===== src/ppc_pkg.sv =====
// Purpose: Constants for the parallel-port configuration register bank.
// Assumes: Registers sit on APB, one aligned 32-bit word each, byte address = index * 4.
// Notes: Only the low byte of each word carries data; upper bits read as zero.
package ppc_pkg;

  // Register indices; byte address is four times the index
  localparam logic [7:0] IDX_LDN = 8'h07;
  localparam logic [7:0] IDX_CFG_MODE = 8'h08;
  localparam logic [7:0] IDX_ACT = 8'h30;
  localparam logic [7:0] IDX_RCHK = 8'h31;
  localparam logic [7:0] IDX_STATUS = 8'h38;
  localparam logic [7:0] IDX_PBASE_HI = 8'h60;
  localparam logic [7:0] IDX_PBASE_LO = 8'h61;
  localparam logic [7:0] IDX_SBASE_HI = 8'h62;
  localparam logic [7:0] IDX_SBASE_LO = 8'h63;
  localparam logic [7:0] IDX_IRQ_LVL = 8'h70;
  localparam logic [7:0] IDX_IRQ_TYPE = 8'h71;
  localparam logic [7:0] IDX_DMA = 8'h74;
  localparam logic [7:0] IDX_SPECIAL = 8'hF0;

  // Logical device number owning this bank
  localparam logic [7:0] LDN_PARALLEL = 8'h03;

  // Reset values
  localparam logic [7:0] RST_LDN = 8'h00;
  localparam logic [7:0] RST_CFG_MODE = 8'h00;
  localparam logic [7:0] RST_ACT = 8'h00;
  localparam logic [7:0] RST_RCHK = 8'h00;
  localparam logic [7:0] RST_PBASE_HI = 8'h03;
  localparam logic [7:0] RST_PBASE_LO = 8'h78;
  localparam logic [7:0] RST_SBASE_HI = 8'h07;
  localparam logic [7:0] RST_SBASE_LO = 8'h78;
  localparam logic [7:0] RST_IRQ_LVL = 8'h07;
  localparam logic [7:0] VAL_IRQ_TYPE = 8'h02;
  localparam logic [7:0] RST_DMA = 8'h03;
  localparam logic [7:0] RST_SPECIAL = 8'h03;

  // Writable bit masks; all other bits are fixed
  localparam logic [7:0] WM_CFG_MODE = 8'h01;
  localparam logic [7:0] WM_ACT = 8'h01;
  localparam logic [7:0] WM_RCHK = 8'h03;
  localparam logic [7:0] WM_BASE_HI = 8'h0F;
  localparam logic [7:0] WM_BASE_LO = 8'hFC;
  localparam logic [7:0] WM_IRQ_LVL = 8'h0F;
  localparam logic [7:0] WM_DMA = 8'h07;
  localparam logic [7:0] WM_SPECIAL = 8'h07;

  // Field positions
  localparam int ACT_EN_BIT = 0;
  localparam int RCHK_PAT_BIT = 0;
  localparam int RCHK_EN_BIT = 1;
  localparam int SPC_EPP_BIT = 0;
  localparam int SPC_ECP_BIT = 1;
  localparam int SPC_SHARE_BIT = 2;
  localparam int PLO_EPP_BLOCK_BIT = 2;
  localparam int MODE_MB_BIT = 0;

  // Range-check answer patterns
  localparam logic [7:0] PAT_SET = 8'h55;
  localparam logic [7:0] PAT_CLR = 8'hAA;

  // Interrupt and DMA encodings
  localparam logic [3:0] IRQ_NONE = 4'h0;
  localparam logic [3:0] IRQ_LOW_OK = 4'h3;
  localparam logic [3:0] IRQ_HIGH_OK = 4'hB;
  localparam logic [2:0] DMA_NONE = 3'h4;

endpackage : ppc_pkg


===== src/ppc_config_regs.sv =====
// Purpose: Parallel-port configuration register bank behind an APB slave.
// Assumes: Host I/O reads arrive as a synchronous strobe with a 16-bit address.
// Notes: Zero-wait APB; unmapped aligned words and misaligned addresses raise pslverr.
`timescale 1ns/1ps
module ppc_config_regs #(
  parameter int ADDR_W = 12,
  parameter logic [15:0] PORT_SPAN = 16'h0008
) (
  // Clock and reset
  input wire logic clk,
  input wire logic nrst,
  // APB slave
  input wire logic psel,
  input wire logic penable,
  input wire logic pwrite,
  input wire logic [ADDR_W-1:0] paddr,
  input wire logic [31:0] pwdata,
  output logic [31:0] prdata,
  output logic pready,
  output logic pslverr,
  // Host I/O read probe
  input wire logic ioRead,
  input wire logic [15:0] ioAddr,
  output logic ioRespValid,
  output logic [7:0] ioRespData,
  // Configuration to the port logic
  output logic portEnable,
  output logic checkActive,
  output logic eppEnable,
  output logic ecpEnable,
  output logic irqShared,
  output logic [15:0] primaryBase,
  output logic [15:0] secondaryBase,
  output logic secondaryValid,
  output logic [3:0] irqLevel,
  output logic irqLevelValid,
  output logic [2:0] dmaChannel,
  output logic dmaValid
);
  import ppc_pkg::*;

  // Reset release through two flops
  logic rstMeta_q;
  logic rstN_q;
  always_ff @(posedge clk or negedge nrst) begin
    if (!nrst) begin
      rstMeta_q <= 1'b0;
      rstN_q <= 1'b0;
    end else begin
      rstMeta_q <= 1'b1;
      rstN_q <= rstMeta_q;
    end
  end

  // Interrupt level is legal when none or within the 3h..Bh window
  function automatic logic irq_ok(input logic [3:0] lvl);
    irq_ok = (lvl == IRQ_NONE) || ((lvl >= IRQ_LOW_OK) && (lvl <= IRQ_HIGH_OK));
  endfunction : irq_ok

  // Masked merge keeps fixed bits at their stored constant
  function automatic logic [7:0] wmerge(input logic [7:0] old, input logic [7:0] wd,
                                        input logic [7:0] mask);
    wmerge = (old & ~mask) | (wd & mask);
  endfunction : wmerge

  // Register storage
  logic [7:0] ldn_q;
  logic [7:0] cfgMode_q;
  logic [7:0] act_q;
  logic [7:0] rchk_q;
  logic [7:0] pbHi_q;
  logic [7:0] pbLo_q;
  logic [7:0] sbHi_q;
  logic [7:0] sbLo_q;
  logic [7:0] irqLvl_q;
  logic [7:0] dma_q;
  logic [7:0] spc_q;
  logic ioRespValid_q;
  logic [7:0] ioRespData_q;

  // Address decode
  wire logic [7:0] idx = paddr[9:2];
  wire logic aligned = (paddr[1:0] == 2'b00) && (paddr[ADDR_W-1:10] == '0);
  wire logic ldnSel = (ldn_q == LDN_PARALLEL);
  wire logic isGlobal = (idx == IDX_LDN) || (idx == IDX_CFG_MODE);
  wire logic isBank = (idx == IDX_ACT) || (idx == IDX_RCHK) || (idx == IDX_STATUS)
                   || (idx == IDX_PBASE_HI) || (idx == IDX_PBASE_LO)
                   || (idx == IDX_SBASE_HI) || (idx == IDX_SBASE_LO)
                   || (idx == IDX_IRQ_LVL) || (idx == IDX_IRQ_TYPE)
                   || (idx == IDX_DMA) || (idx == IDX_SPECIAL);
  wire logic mapped = aligned && (isGlobal || isBank);
  wire logic access = psel && penable;
  wire logic wrEn = access && pwrite && mapped;
  wire logic bankWr = wrEn && isBank && ldnSel;
  wire logic [7:0] wd = pwdata[7:0];

  // Derived configuration
  wire logic mbMode = cfgMode_q[MODE_MB_BIT];
  wire logic eppBlock = pbLo_q[PLO_EPP_BLOCK_BIT];
  wire logic checkOn = rchk_q[RCHK_EN_BIT] && !act_q[ACT_EN_BIT] && !mbMode;
  wire logic [15:0] pBase = {4'h0, pbHi_q[3:0], pbLo_q[7:2], 2'b00};
  wire logic [15:0] sBase = {4'h0, sbHi_q[3:0], sbLo_q[7:2], 2'b00};
  wire logic inPrimary = (ioAddr >= pBase) && (ioAddr < pBase + PORT_SPAN);
  wire logic inSecondary = spc_q[SPC_ECP_BIT] && (ioAddr >= sBase)
                        && (ioAddr < sBase + PORT_SPAN);
  wire logic ioHit = ioRead && checkOn && (inPrimary || inSecondary);
  wire logic [7:0] pattern = rchk_q[RCHK_PAT_BIT] ? PAT_SET : PAT_CLR;
  wire logic [7:0] statusVal = {3'b000, !(dma_q[2:0] <= DMA_NONE),
                                !irq_ok(irqLvl_q[3:0]), checkOn, eppEnable, ecpEnable};

  // Read mux; the bank reads as zero when another device is selected
  logic [7:0] rdByte;
  always_comb begin
    rdByte = 8'h00;
    if (aligned && idx == IDX_LDN) rdByte = ldn_q;
    else if (aligned && idx == IDX_CFG_MODE) rdByte = cfgMode_q;
    else if (aligned && ldnSel) begin
      case (idx)
        IDX_ACT: rdByte = act_q;
        IDX_RCHK: rdByte = rchk_q;
        IDX_STATUS: rdByte = statusVal;
        IDX_PBASE_HI: rdByte = pbHi_q;
        IDX_PBASE_LO: rdByte = pbLo_q;
        IDX_SBASE_HI: rdByte = sbHi_q;
        IDX_SBASE_LO: rdByte = sbLo_q;
        IDX_IRQ_LVL: rdByte = irqLvl_q;
        IDX_IRQ_TYPE: rdByte = VAL_IRQ_TYPE;
        IDX_DMA: rdByte = dma_q;
        IDX_SPECIAL: rdByte = spc_q;
        default: rdByte = 8'h00;
      endcase
    end
  end

  // APB answer: zero wait, error on unmapped words
  assign pready = 1'b1;
  assign pslverr = access && !mapped;
  assign prdata = (access && !pwrite) ? {24'h000000, rdByte} : 32'h00000000;

  // Selector registers outside the bank
  always_ff @(posedge clk or negedge rstN_q) begin
    if (!rstN_q) begin
      ldn_q <= RST_LDN;
      cfgMode_q <= RST_CFG_MODE;
    end else if (wrEn && idx == IDX_LDN) begin
      ldn_q <= wd;
    end else if (wrEn && idx == IDX_CFG_MODE) begin
      cfgMode_q <= wmerge(cfgMode_q, wd, WM_CFG_MODE);
    end
  end

  // Bank registers; masks keep fixed bits constant
  always_ff @(posedge clk or negedge rstN_q) begin
    if (!rstN_q) begin
      act_q <= RST_ACT;
      rchk_q <= RST_RCHK;
      pbHi_q <= RST_PBASE_HI;
      pbLo_q <= RST_PBASE_LO;
      sbHi_q <= RST_SBASE_HI;
      sbLo_q <= RST_SBASE_LO;
      irqLvl_q <= RST_IRQ_LVL;
      dma_q <= RST_DMA;
      spc_q <= RST_SPECIAL;
    end else if (bankWr) begin
      case (idx)
        IDX_ACT: act_q <= wmerge(act_q, wd, WM_ACT);
        IDX_RCHK: rchk_q <= wmerge(rchk_q, wd, WM_RCHK);
        IDX_PBASE_HI: pbHi_q <= wmerge(pbHi_q, wd, WM_BASE_HI);
        IDX_PBASE_LO: pbLo_q <= wmerge(pbLo_q, wd, WM_BASE_LO);
        IDX_SBASE_HI: sbHi_q <= wmerge(sbHi_q, wd, WM_BASE_HI);
        IDX_SBASE_LO: sbLo_q <= wmerge(sbLo_q, wd, WM_BASE_LO);
        IDX_IRQ_LVL: irqLvl_q <= wmerge(irqLvl_q, wd, WM_IRQ_LVL);
        IDX_DMA: dma_q <= wmerge(dma_q, wd, WM_DMA);
        IDX_SPECIAL: spc_q <= wmerge(spc_q, wd, WM_SPECIAL);
        default: act_q <= act_q;
      endcase
    end
  end

  // Range-check answer, registered one cycle after the strobe
  always_ff @(posedge clk or negedge rstN_q) begin
    if (!rstN_q) begin
      ioRespValid_q <= 1'b0;
      ioRespData_q <= 8'h00;
    end else begin
      ioRespValid_q <= ioHit;
      ioRespData_q <= ioHit ? pattern : 8'h00;
    end
  end

  // Outputs to the port logic
  assign ioRespValid = ioRespValid_q;
  assign ioRespData = ioRespData_q;
  assign portEnable = act_q[ACT_EN_BIT];
  assign checkActive = checkOn;
  assign eppEnable = spc_q[SPC_EPP_BIT] && !eppBlock;
  assign ecpEnable = spc_q[SPC_ECP_BIT];
  assign irqShared = spc_q[SPC_SHARE_BIT];
  assign primaryBase = pBase;
  assign secondaryBase = sBase;
  assign secondaryValid = spc_q[SPC_ECP_BIT];
  // Invalid levels are reported but not driven to a line
  assign irqLevelValid = irq_ok(irqLvl_q[3:0]);
  assign irqLevel = irq_ok(irqLvl_q[3:0]) ? irqLvl_q[3:0] : IRQ_NONE;
  assign dmaValid = (dma_q[2:0] < DMA_NONE);
  assign dmaChannel = (dma_q[2:0] < DMA_NONE) ? dma_q[2:0] : DMA_NONE;
endmodule : ppc_config_regs


===== config.mk =====
export PLATFORM = sky130hd
export DESIGN_NAME = ppc_config_regs
export DESIGN_NICKNAME = d
export VERILOG_FILES = /design/src/ppc_pkg.sv /design/src/ppc_config_regs.sv
export SDC_FILE = /design/constraint.sdc
export NUM_CORES = 1
export LEC_CHECK = 0
export ABC_CLOCK_PERIOD_IN_PS = 3850
export CORE_ASPECT_RATIO = 1.25
export CORE_MARGIN = 3
export CORE_UTILIZATION = 59
export DETAILED_ROUTE_END_ITERATION = 8
export DONT_BUFFER_PORTS = 1
export PLACE_DENSITY = 0.78
export REMOVE_ABC_BUFFERS = 1
export SYNTH_ARGS = -nofsm -noshare
export SYNTH_HDL_FRONTEND = slang
export SYNTH_SLANG_ARGS = --single-unit
export TNS_END_PERCENT = 20

===== constraint.sdc =====
create_clock -name clk -period 3.85 [get_ports clk]
set_input_delay 1.155 -clock clk [delete_from_list [all_inputs] [get_ports clk]]
set_output_delay 1.155 -clock clk [all_outputs]
set_load 0.05 [all_outputs]

==> results by group <==
Synth
  – Synth area leader: dfrtp_1
  – Number of synthesized flops with an enable pin: 0
  – Ys Warns: 0
  – Largest family of logic cells by synthesized area: simple AND/OR/NAND/NOR gates
  – Synth top area share: about 17%
  – Xor and xnor area share after synthesis: 3.227%
  – Seq/Total Area, Yosys: 29.50%
  – Synth Area in Adders: roughly an eighth
  – Synth Flop Type: dfrtp_1
  – Ranking of synthesized cells by area: dfrtp_1 17%, dfstp_2 13%, ha_1 13%
  – Yosys reg bits: 47
  – Compound-gate portion of the synthesized area: 12.60%
  – Avg Cell Area, Syn: 9.048 um^2
  – Mapped Cells: 450
  – Fraction of synthesized area in multiplexers: between 10 and 15%
  – Async S/R FF share, synth: between 90% and 100%
  – Simple-Gate Fraction of Synth Area: 18.53%
  – Mapped cell area: 0.004071 mm^2
  – Distinct cell type count after synthesis: 56

Global route
  – Met3 Use GR: under 10%
  – First-pass GRT wire length: 17.15 mm
  – Grt total ovfl: 0
  – Global routing's busiest layer: met2
  – Initial antenna violation count: 0
  – Total GRT Usage: between 20% and 30%
  – Largest net degree at the start of global routing: 46
  – Met1 usage: between 30 and 40%
  – Met2 usage: 49.17%
  – Vias in the first global route: between 3000 and 4000

Setup path
  – Critical path peak fanout: 4
  – Crit path capture type: primary output
  – Crit path required time: 2.69 ns
  – Worst setup SP type: input pin
  – Critical path arrival: ~2.7 ns
  – Critical Setup Path Class: input pin to primary output

Final layout
  – Inserted Diodes: 0
  – Fin nets: 574
  – Layout cell share with drive strength beyond 1: 23.34%
  – Area grow syn2layout: 7.591%

Clocking
  – CTS tree: done
  – Clk root buf: clkbuf_8
  – H-tree levels: 2
  – Hold Buf Count CTS: 0
  – Max clock buf depth: 2
  – CTS sink cnt: between 40 and 50
  – Clock Latency Late Sink: ~0.3 ns
  – CTS clock-pin slew for the worst setup and hold paths: 0.08 ns
  – Num CTS Buffers: 5

Status
  – Outcome: finished with violations
  – Failing checks: setup timing

Detailed routing
  – Routed vias: 3491
  – Drt pass-1 iters: 5
  – Drt via density: 6.301
  – Routed WL: approximately 11 mm
  – Per-cell routed wire length: roughly 20 um
  – DR iter-0 viols: 172
  – Post-route DRC: 0
  – Final ANT Viol Nets: 0

STA
  – Hold slack: 0.3584 ns
  – Hold Fails Final Rpt: 0
  – Final Slew Violations: 0
  – Setup Skew: approximately 0.0096 ns
  – Slew HR: 35.70%
  – Unrepaired setup endpoints after global routing: true
  – Setup tns final: -0.06748 ns
  – Max Clk Rate: 257.0 MHz
  – # setup viols final: 3
  – Min cycle time layout: 3.891 ns
  – Slew @ Worst Pin: between 0.9 and 1 ns
  – Final WS setup: -0.04149 ns
  – Final period util: 101.1%

Pwr
  – PD cells: approximately 250 mW/mm^2
  – Net Sw Power: 0.2860 mW
  – Switching share of power: 26.56%
  – Comb power frac: roughly 14%
  – Maximum VDD drop: 229.5 uV
  – Design Power: 1.077 mW
  – P_int: 0.7908 mW
  – Clock Power Share: 39.1%
  – Lkg Pwr: 1.983 nW
  – Seq pwr share: 46.9%

Die
  – DIE WIDTH: 80.30 um
  – Initial Util: 61.25%
  – Core ar.: 0.006648 mm^2
  – Die Ht: 98.88 um
  – I/O Pins: approximately 160
  – Die area: 0.007940 mm^2
  – Row count: 33

Placed design
  – Final HPWL DP: 8.454 mm
  – Routability Congestion: 0.9310
  – I/O Buffers: 0

Job
  – Max_cap viols: 0

Worst hold path
  – HP Class: flip-flop to flip-flop
==> synth_stat cells (2+ instances only) <==
master	n
buf_4	45
ha_1	42
mux2_2	35
nand2_1	34
dfrtp_1	27
inv_1	27
nor2_1	26
o21ai_0	26
dfstp_2	20
nand3_1	18
a21oi_1	16
xnor2_1	14
clkbuf_1	10
a22oi_1	9
nor2b_1	8
nor3_1	8
and3_1	7
nand4_1	7
and4_1	5
o22ai_1	5
a211oi_1	4
or4_1	4
and2_1	3
mux2_1	3
mux2i_1	3
o2111ai_1	3
or4b_1	3
a2111oi_0	2
a221oi_1	2
a311o_1	2
conb_1	2
nand4b_1	2
nor4_1	2
nor4b_1	2
nor4bb_1	2
o31ai_1	2
==> layout make-up <==
type | instances | area, um^2
fill | 545 | 2267
inverter | 27 | 101.3
multi-input combinational | 356 | 2591
clock buffer | 6 | 72.57
clock inverter | 2 | 60.06
timing repair buffer | 29 | 241.5
tap | 87 | 108.9
sequential | 47 | 1205
==> metrics by stage <==
stage	cells	area (um^2)	util, %	setup WS, ns
after floorplan	430	3827	-	-0.9846
after global placement	546	4175	62.81	-0.1144
after detailed placement	546	4175	62.81	-0.1353
after CTS	554	4342	65.31	-0.1248
after global routing	554	4380	65.90	-0.08908
final	554	4380	65.90	-0.04149
==> sequential cells by signal, summed over array words and instances, names as in the netlist, 2 cells and up <==
signal,flops
ioRespData,2
ldn_q,8
pbLo_q,6
rchk_q,2
sbLo_q,6
sbHi_q,4
irqLvl_q,4
pbHi_q,4
spc_q,3
dma_q,3
==> cell families after synthesis <==
| logic type | Yosys count |
|---|---|
| other cells | 2 |
| xor+xnor | 15 |
| fa+ha+maj | 42 |
| flops | 47 |
| mux | 41 |
| simple gates | 140 |
| buf+inv | 83 |
| compound gates | 80 |
==> power groups by stage <==
stage | clock [mW] | combinational [mW] | sequential (mW)
after CTS | 0.426 | 0.148 | 0.505
after global routing | 0.444 | 0.163 | 0.506
after global placement | 0 | 0.144 | 0.514
after floorplan | 0 | 0.128 | 0.511
after detailed placement | 0 | 0.147 | 0.514
final | 0.421 | 0.151 | 0.504
==> critical path, cell delays in order <==
cell and delay, ns:
or4_4 0.52, a2111oi_2 0.22, buf_4 0.18, o21ai_0 0.10
a221oi_1 0.29, buf_4 0.26
==> what timing repair did <==
action / CTS / global route
resized for setup: 9 / 7
gates cloned: 0 / 0
pin swaps: 5 / 4
setup buffers: 0 / 0
setup endpoints to repair: 7 / 8
==> placed cells by master, fill, tap and decap left out, types with 4 or more instances in the layout <==
cell / netlist / layout
nor3_1: 8 / 8
nor2_1: 26 / 26
nand4_1: 7 / 7
a22oi_1: 9 / 9
xnor2_1: 14 / 14
mux2_2: 35 / 35
buf_4: 45 / 25
dfstp_2: 20 / 20
and3_1: 7 / 7
nand3_1: 18 / 18
clkbuf_8: 0 / 5
dfrtp_1: 27 / 24
ha_1: 42 / 42
o22ai_1: 5 / 5
nand2_1: 34 / 34
o21ai_0: 26 / 25
a21oi_1: 16 / 15
inv_1: 27 / 27
conb_1: 2 / 38
a211oi_1: 4 / 4
nor2b_1: 8 / 8
and4_1: 5 / 4
==> worst paths after layout <==
path / start / endpoint / slack, ns / cells after the start
worst max-delay path: paddr[1] / prdata[0] / -0.04 / 6
worst min-delay path: rstMeta_q / rstN_q / 0.36 / 0
min in group asynchronous: rstN_q / pbLo_q[7] / 0.42 / 0
max in group asynchronous: rstN_q / ioRespData[6] / 2.77 / 0
worst max register to register: pbLo_q[5] / ioRespData[6] / 0.52 / 11
worst min register to register: rstMeta_q / rstN_q / 0.36 / 0
==> metal layers <==
layer / vias up / wire length, um
met5: - / 0
met4: 0 / 443
met3: 42 / 902
met2: 189 / 5664
met1: 1684 / 3876
li1: 1576 / -
Note: power is estimated with default switching activity, not from simulation.
